$ cat config.mk
export PLATFORM = sky130hd
export DESIGN_NAME = itdst_regs
export DESIGN_NICKNAME = d
export VERILOG_FILES = /design/src/inc/itdst_pkg.sv /design/src/hw/itdst_regs.sv /design/src/hw/itdst_limit_pair.sv
export SDC_FILE = /design/constraint.sdc
export NUM_CORES = 1
export LEC_CHECK = 0
export ABC_CLOCK_PERIOD_IN_PS = 1750
export BUFFER_PORTS_ARGS = -buffer_cell sky130_fd_sc_hd__buf_2
export CORE_ASPECT_RATIO = 0.5
export CORE_MARGIN = 2
export CORE_UTILIZATION = 37
export DETAILED_ROUTE_END_ITERATION = 12
export GPL_TIMING_DRIVEN = 0
export SLEW_MARGIN = 20
export SYNTH_ARGS = -nofsm -noshare
export SYNTH_HDL_FRONTEND = slang
export SYNTH_SLANG_ARGS = --single-unit
export TNS_END_PERCENT = 100
$ cat constraint.sdc
create_clock -name clk -period 1.75 [get_ports clk]
set_input_delay 0.175 -clock clk [delete_from_list [all_inputs] [get_ports clk]]
set_output_delay 0.175 -clock clk [all_outputs]
set_load 0.1 [all_outputs]
$ cat src/inc/itdst_pkg.sv
/*
  Shared constants, types and helpers for the inductance threshold and status
  register block. Assumes a single 250 MHz device clock.
*/
package itdst_pkg;

  // Register byte addresses.
  localparam logic [7:0] ADDR_IRQ_SEL    = 8'h0a;
  localparam logic [7:0] ADDR_IND_UP_LO  = 8'h16;
  localparam logic [7:0] ADDR_IND_UP_HI  = 8'h17;
  localparam logic [7:0] ADDR_IND_LOW_LO = 8'h18;
  localparam logic [7:0] ADDR_IND_LOW_HI = 8'h19;
  localparam logic [7:0] ADDR_STATUS     = 8'h20;

  // Reset values and the value read from unmapped addresses.
  localparam logic [7:0]  BYTE_RESET    = 8'h00;
  localparam logic [7:0]  STATUS_RESET  = 8'h00;
  localparam logic [15:0] LIMIT_RESET   = 16'h0000;
  localparam logic [5:0]  IRQ_SEL_RESET = 6'h00;
  localparam logic [7:0]  READ_UNMAPPED = 8'h00;

  // Status field positions.
  localparam int ST_NO_OSC   = 7;
  localparam int ST_READY_N  = 6;
  localparam int ST_RES_HI_N = 5;
  localparam int ST_RES_HYST = 4;
  localparam int ST_IND_HI_N = 3;
  localparam int ST_IND_HYST = 2;
  localparam int ST_UNUSED   = 1;
  localparam int ST_POR      = 0;

  // Interrupt source selections that expose the latching flags, and the byte that clears them.
  localparam logic [5:0] SEL_RES_LATCH = 6'h01;
  localparam logic [5:0] SEL_IND_LATCH = 6'h08;
  localparam logic [7:0] LATCH_CLEAR   = 8'h00;

  // Power-on settling time.
  localparam int CLK_PERIOD_PS = 4000;
  localparam int POR_TIME_NS   = 256;
  localparam int POR_CYCLES    = (POR_TIME_NS * 1000 + CLK_PERIOD_PS - 1) / CLK_PERIOD_PS;
  localparam int POR_CNT_W     = 7;
  localparam logic [POR_CNT_W-1:0] POR_LAST = POR_CNT_W'(POR_CYCLES - 1);
  localparam logic [POR_CNT_W-1:0] POR_CNT_RESET = 7'h00;

  typedef enum logic [1:0] {
    POR_HOLD = 2'b01,
    POR_DONE = 2'b10
  } itdst_por_e;

  // A threshold is the high byte times 256 plus the low byte.
  function automatic logic [15:0] join_bytes(input logic [7:0] hi, input logic [7:0] lo);
    join_bytes = {hi, lo};
  endfunction : join_bytes

endpackage : itdst_pkg

$ cat src/hw/itdst_regs.sv
/*
  Inductance threshold registers, comparator flags and status register.
  Assumes register accesses and conversion results come from logic on clk.
*/
`timescale 1ns/10ps
module itdst_regs (
  // Clock and reset
  input  wire logic        clk,
  input  wire logic        rst_b,
  // Register access port
  input  wire logic        reg_wr,
  input  wire logic        reg_rd,
  input  wire logic [7:0]  reg_addr,
  input  wire logic [7:0]  reg_wdata,
  output logic      [7:0]  reg_rdata,
  output logic             reg_rvalid,
  // Conversion core
  input  wire logic        conv_done,
  input  wire logic [15:0] ind_result,
  input  wire logic [15:0] res_result,
  input  wire logic [15:0] res_upper_limit,
  input  wire logic [15:0] res_lower_limit,
  input  wire logic        no_oscillation_error,
  // Configuration outputs
  output logic      [15:0] ind_upper_limit,
  output logic      [15:0] ind_lower_limit,
  output logic      [5:0]  irq_source_select,
  output logic             config_ready
);

  itdst_pkg::itdst_por_e                por_state_q;
  logic [itdst_pkg::POR_CNT_W-1:0]      por_cnt_q;
  logic                                 wr_ok;
  logic [7:0]                           up_low_byte;
  logic [7:0]                           low_low_byte;
  logic                                 ind_hi_n_q;
  logic                                 ind_hyst_q;
  logic                                 res_hi_n_q;
  logic                                 res_hyst_q;
  logic                                 ready_n_q;
  logic [7:0]                           status_q;
  logic [7:0]                           status_d;
  logic [7:0]                           rdata_d;
  logic                                 latch_clear;
  logic                                 status_read;

  // Qualifier and address are arguments, so continuous uses see every change of them.
  function automatic logic wr_to(input logic       ok,
                                 input logic [7:0] addr,
                                 input logic [7:0] target);
    wr_to = ok && (addr == target);
  endfunction : wr_to

  // Configuration is refused until the power-on sequence has settled.
  assign wr_ok       = reg_wr && (por_state_q == itdst_pkg::POR_DONE);
  assign latch_clear = wr_to(wr_ok, reg_addr, itdst_pkg::ADDR_IRQ_SEL) &&
                       (reg_wdata == itdst_pkg::LATCH_CLEAR);
  assign status_read = reg_rd && (reg_addr == itdst_pkg::ADDR_STATUS);

  always_ff @(posedge clk or negedge rst_b) begin
    if (!rst_b) begin
      por_state_q <= itdst_pkg::POR_HOLD;
      por_cnt_q   <= itdst_pkg::POR_CNT_RESET;
    end else begin
      case (por_state_q)
        itdst_pkg::POR_HOLD: begin
          if (por_cnt_q == itdst_pkg::POR_LAST) begin
            por_state_q <= itdst_pkg::POR_DONE;
          end else begin
            por_cnt_q <= por_cnt_q + 7'h01;
          end
        end
        itdst_pkg::POR_DONE: begin
          por_state_q <= itdst_pkg::POR_DONE;
        end
        default: begin
          por_state_q <= itdst_pkg::POR_HOLD;
        end
      endcase
    end
  end

  always_ff @(posedge clk or negedge rst_b) begin
    if (!rst_b) begin
      config_ready <= 1'b0;
    end else begin
      config_ready <= (por_state_q == itdst_pkg::POR_DONE);
    end
  end

  // Writes land whatever the conversion mode; no mode change is implied.
  itdst_limit_pair u_upper (
    .clk      (clk),
    .rst_b    (rst_b),
    .wr_low   (wr_to(wr_ok, reg_addr, itdst_pkg::ADDR_IND_UP_LO)),
    .wr_high  (wr_to(wr_ok, reg_addr, itdst_pkg::ADDR_IND_UP_HI)),
    .wdata    (reg_wdata),
    .low_byte (up_low_byte),
    .limit    (ind_upper_limit)
  );

  itdst_limit_pair u_lower (
    .clk      (clk),
    .rst_b    (rst_b),
    .wr_low   (wr_to(wr_ok, reg_addr, itdst_pkg::ADDR_IND_LOW_LO)),
    .wr_high  (wr_to(wr_ok, reg_addr, itdst_pkg::ADDR_IND_LOW_HI)),
    .wdata    (reg_wdata),
    .low_byte (low_low_byte),
    .limit    (ind_lower_limit)
  );

  always_ff @(posedge clk or negedge rst_b) begin
    if (!rst_b) begin
      irq_source_select <= itdst_pkg::IRQ_SEL_RESET;
    end else if (wr_to(wr_ok, reg_addr, itdst_pkg::ADDR_IRQ_SEL)) begin
      irq_source_select <= reg_wdata[5:0];
    end
  end

  // A crossing in the same cycle as the clear wins, so no event is lost.
  always_ff @(posedge clk or negedge rst_b) begin
    if (!rst_b) begin
      ind_hi_n_q <= 1'b1;
      res_hi_n_q <= 1'b1;
    end else begin
      if (conv_done && (ind_result > ind_upper_limit)) begin
        ind_hi_n_q <= 1'b0;
      end else if (latch_clear) begin
        ind_hi_n_q <= 1'b1;
      end
      if (conv_done && (res_result > res_upper_limit)) begin
        res_hi_n_q <= 1'b0;
      end else if (latch_clear) begin
        res_hi_n_q <= 1'b1;
      end
    end
  end

  // Between the two thresholds each hysteresis flag keeps its last value.
  always_ff @(posedge clk or negedge rst_b) begin
    if (!rst_b) begin
      ind_hyst_q <= 1'b0;
      res_hyst_q <= 1'b0;
    end else if (conv_done) begin
      if (ind_result < ind_lower_limit) begin
        ind_hyst_q <= 1'b1;
      end else if (ind_result > ind_upper_limit) begin
        ind_hyst_q <= 1'b0;
      end
      if (res_result < res_lower_limit) begin
        res_hyst_q <= 1'b1;
      end else if (res_result > res_upper_limit) begin
        res_hyst_q <= 1'b0;
      end
    end
  end

  // Reading the status consumes the result; a new one arriving then wins.
  always_ff @(posedge clk or negedge rst_b) begin
    if (!rst_b) begin
      ready_n_q <= 1'b1;
    end else if (conv_done) begin
      ready_n_q <= 1'b0;
    end else if (status_read) begin
      ready_n_q <= 1'b1;
    end
  end

  always_comb begin
    status_d = itdst_pkg::STATUS_RESET;
    status_d[itdst_pkg::ST_NO_OSC]   = no_oscillation_error;
    status_d[itdst_pkg::ST_READY_N]  = ready_n_q;
    status_d[itdst_pkg::ST_RES_HI_N] = (irq_source_select == itdst_pkg::SEL_RES_LATCH) ?
                                       res_hi_n_q : 1'b1;
    status_d[itdst_pkg::ST_RES_HYST] = res_hyst_q;
    status_d[itdst_pkg::ST_IND_HI_N] = (irq_source_select == itdst_pkg::SEL_IND_LATCH) ?
                                       ind_hi_n_q : 1'b1;
    status_d[itdst_pkg::ST_IND_HYST] = ind_hyst_q;
    status_d[itdst_pkg::ST_UNUSED]   = 1'b0;
    status_d[itdst_pkg::ST_POR]      = (por_state_q == itdst_pkg::POR_HOLD);
  end

  always_ff @(posedge clk or negedge rst_b) begin
    if (!rst_b) begin
      status_q <= itdst_pkg::STATUS_RESET;
    end else begin
      status_q <= status_d;
    end
  end

  // The status register has no write path at all.
  always_comb begin
    case (reg_addr)
      itdst_pkg::ADDR_IRQ_SEL:    rdata_d = {2'b00, irq_source_select};
      itdst_pkg::ADDR_IND_UP_LO:  rdata_d = up_low_byte;
      itdst_pkg::ADDR_IND_UP_HI:  rdata_d = ind_upper_limit[15:8];
      itdst_pkg::ADDR_IND_LOW_LO: rdata_d = low_low_byte;
      itdst_pkg::ADDR_IND_LOW_HI: rdata_d = ind_lower_limit[15:8];
      itdst_pkg::ADDR_STATUS:     rdata_d = status_q;
      default:                    rdata_d = itdst_pkg::READ_UNMAPPED;
    endcase
  end

  always_ff @(posedge clk or negedge rst_b) begin
    if (!rst_b) begin
      reg_rdata  <= itdst_pkg::BYTE_RESET;
      reg_rvalid <= 1'b0;
    end else begin
      reg_rvalid <= reg_rd;
      if (reg_rd) begin
        reg_rdata <= rdata_d;
      end
    end
  end
endmodule : itdst_regs

$ cat src/hw/itdst_limit_pair.sv
/*
  One 16-bit threshold built from two byte registers, the low byte buffered
  until the high byte is written. Assumes write strobes already qualified.
*/
`timescale 1ns/10ps
module itdst_limit_pair (
  // Clock and reset
  input  wire logic        clk,
  input  wire logic        rst_b,
  // Byte writes
  input  wire logic        wr_low,
  input  wire logic        wr_high,
  input  wire logic [7:0]  wdata,
  // Buffered low byte and effective threshold
  output logic      [7:0]  low_byte,
  output logic      [15:0] limit
);

  always_ff @(posedge clk or negedge rst_b) begin
    if (!rst_b) begin
      low_byte <= itdst_pkg::BYTE_RESET;
    end else if (wr_low) begin
      low_byte <= wdata;
    end
  end

  // The comparators never see a half-updated threshold: both bytes move together.
  always_ff @(posedge clk or negedge rst_b) begin
    if (!rst_b) begin
      limit <= itdst_pkg::LIMIT_RESET;
    end else if (wr_high) begin
      limit <= itdst_pkg::join_bytes(wdata, low_byte);
    end
  end

endmodule : itdst_limit_pair

==> impl_metrics.tcl <==
set metrics [dict create \
    p_sw_mw 1.18 \
    tightest_slew_ns 0.556 \
    place.gp.congestion 0.861 \
    die_h_um 86.1 \
    coreArea_mm2 0.0129 \
    setup_viol 2 \
    hold_depth 2 \
    cts_buffer_depth 2 \
    cts.reportedPaths.clkPinSlew_ns 0.06 \
    hold_class "in2reg" \
    synth_top_area_share_pct 40.6 \
    fin_worst_skew_ns 0.0107 \
    start_kind "register" \
    hold_viol_final 0 \
    grt_pass1_wl_um 22600 \
    syn_avg_cell_area_um2 10.0 \
    min_period_ns 1.96 \
    min-delay-start "conv_done" \
    ir_drop_uv 495 \
    rsz0062_at_grt "yes" \
    path_max_fanout 4 \
    r2r_cells 7 \
    rows 29 \
    crit_path_end_kind "register" \
    gr-total-overflow 0 \
    drive_gt1_share_pct 40.3 \
    wl_per_cell_um 17.1 \
    arrival_ns 2.24 \
    dpl.hpwl_um 11100 \
    dr_wl_met2_um 6660 \
    antenna_cells 0 \
    fin_crit_sh_pct 112 \
    leakage_nw 3.18 \
    syn_nets 649 \
    m1WireLength_um 6410 \
    grt_max_degree 58 \
    ys_types 46 \
    synthTopCellsByArea "dfrtp_1 (41%), ha_1 (16%), mux2_2 (5.2%)" \
    ioPinCount 134 \
    power_density_mw_per_mm2 667 \
    r2r_slack_ns -0.21 \
    drv_slew 0 \
    syn2layout_area_growth_pct 33.1 \
    io_buffers 132 \
    r2r_end "ind_hi_n_q$_DFFE_PN1P_" \
    die-area_mm2 0.0145 \
    sw_frac_of_total_pct 26.6 \
    grt_pass1_vias 4327 \
    status "finished, violations left" \
    first_pass_iters 5 \
    initial_utilization_pct 38.6 \
    top_layer "met4" \
    drc 0 \
    cap_violations 0 \
    die_x_um 168 \
    cts_num_sinks 85 \
    violations "setup timing" \
    totalWireLength_um 14200 \
    nets 809 \
    grt_use_total_pct 20.2 \
    yosys_warnings 0 \
    yosysSeqAreaShare_pct 42.7 \
    drt-initial-drc-count 248 \
    worst-setup-path-type "reg2reg" \
    synth-seq-cells 85 \
    rr_startpoint "u_upper.limit[15]$_DFFE_PN0P_" \
    grt_antenna_before_repair 0 \
    layout_common_cells "buf_2 (134), dfrtp_1 (53), ha_1 (52)" \
    num_vias 4338 \
    intPower_mw 3.25 \
    wl_met3_um 968 \
    max-slew-margin-rel_pct 62.5 \
    cts_tree "yes" \
    final_common_cell "buf_2" \
    dp_slack_ns -0.470 \
    clkPwrFrac_pct 41.4 \
    htree_levels 3 \
    ant_nets 0 \
    whs_endpoint "ready_n_q$_DFFE_PN1P_" \
    cts_buffers 9 \
    worst_slack_ns -0.207 \
    yosysTopAreaCell "dfrtp_1" \
    seq_power_share_pct 45.2 \
    syn_area_mm2 0.00499 \
    clockRootBuffer "clkbuf_16" \
    max_freq_mhz 511 \
    clock_latency_ns 0.34 \
    critical_path_required_ns 2.03 \
    fillerInstances 1212 \
    p_comb_share_pct 13.4 \
    synthCells 498 \
    fin_util_pct 51.4 \
    via_per_inst 5.21 \
]
==> state kept, by name, indices dropped and copies added, names as in the netlist <==
signal             flops
reg_rdata              8
ind_hyst_q             1
ind_hi_n_q             1
por_state_q            2
res_hyst_q             1
ready_n_q              1
u_upper.limit         16
irq_source_select      6
por_cnt_q              7
res_hi_n_q             1
reg_rvalid             1
u_upper.low_byte       8
u_lower.limit         16
config_ready           1
u_lower.low_byte       8
status_q               7
==> cell usage after synthesis, drive strengths merged <==
master and number:
a21o 2, o311ai 2, and3b 1, inv 65, nor4b 2, o2111ai 1, ha 65, nor3b 2
nand2 51, a211oi 2, a221oi 3, nand3 4, mux2 24, and3 1, nor3 9, dfrtp 81
a21oi 27, xnor2 5, clkbuf 6, nor4 5, a41oi 2, nor2b 4, o21ai 45, dfstp 4
a2111oi 2, o21a 6, nand4 14, buf 5, nor2 23, a31oi 5, nand3b 3, nand4b 2
and4b 1, a222oi 10, o211ai 2, a32oi 3, or4 2, o2bb2ai 7
==> worst max-delay path: stages (launching register included) <==
cell	delay, ns
dfrtp_4	0.43
inv_4	0.05
ha_4	0.26
nand4_1	0.12
buf_6	0.16
or4_4	0.57
o311ai_4	0.13
o21a_1	0.18
==> power by group through the flow <==
stage | Clock, mW | Sequential, mW | Combinational [mW]
finish | 1.83 | 2.00 | 0.593
global route | 1.97 | 2.00 | 0.666
CTS | 1.88 | 2.00 | 0.589
detailed placement | 0 | 2.04 | 0.573
global placement | 0 | 2.04 | 0.557
floorplan | 0 | 2.14 | 0.204
==> how the worst max path moves through the flow <==
stage | start | endpoint | cells past startpoint
finish | u_upper.limit[15]$_DFFE_PN0P_ | ind_hi_n_q$_DFFE_PN1P_ | 7
global route | u_upper.limit[15]$_DFFE_PN0P_ | ind_hi_n_q$_DFFE_PN1P_ | 7
CTS | u_upper.limit[10]$_DFFE_PN0P_ | ind_hi_n_q$_DFFE_PN1P_ | 6
detailed placement | u_upper.limit[14]$_DFFE_PN0P_ | ind_hyst_q$_DFFE_PN0P_ | 6
global placement | rst_b | u_upper.limit[1]$_DFFE_PN0P_ | 1
floorplan | u_upper.limit[1]$_DFFE_PN0P_ | ind_hyst_q$_DFFE_PN0P_ | 7
==> through the flow <==
stage / hold WS, ns / TNS [ns] / instances / power, mW / instance area, µm²
4_1_cts: 0.0831 / -0.298 / 828 / 4.47 / 6480
2_1_floorplan: -0.121 / -0.250 / 498 / 2.35 / 5110
5_1_grt: 0.0861 / -0.444 / 833 / 4.63 / 6640
3_3_place_gp: 0.285 / -37.82 / 800 / 2.60 / 5990
3_5_place_dp: 0.139 / -11.47 / 801 / 2.61 / 6020
6_report: 0.0919 / -0.388 / 833 / 4.43 / 6640
==> per-layer routing <==
layer	up-vias	track usage [%]
met4	0	5.80
met3	15	5.72
li1	2117	-
met5	-	0
met1	2065	26.0
met2	141	33.8
==> timing repair <==
action	CTS	global route
setup endpoints to repair	49	44
setup buffers	8	5
hold buffers	3	0
pin swaps	6	7
gates resized for setup	19	18
cloned	0	0
endpoints found under the hold margin	30	0
==> kinds of logic after synthesis <==
| kind of cell | synth area share, % |
|---|---|
| compound gates | 15.2 |
| xor+xnor | 0.878 |
| fa+ha+maj | 16.3 |
| buf+inv | 5.97 |
| flops | 42.7 |
| mux | 5.49 |
| simple gates | 13.4 |
==> final cells by class <==
| class | instances | area (µm²) | area share, % |
|---|---|---|---|
| Buffer | 11 | 65.1 | 0.980 |
| Clock inverter | 4 | 31.3 | 0.471 |
| Clock buffer | 12 | 256 | 3.86 |
| Inverter | 65 | 249 | 3.75 |
| Multi-Input combinational cell | 337 | 2790 | 42.1 |
| Timing Repair Buffer | 149 | 826 | 12.4 |
| Sequential cell | 85 | 2200 | 33.2 |
| Tap cell | 170 | 213 | 3.20 |
Power figures use the tool's default switching activity.
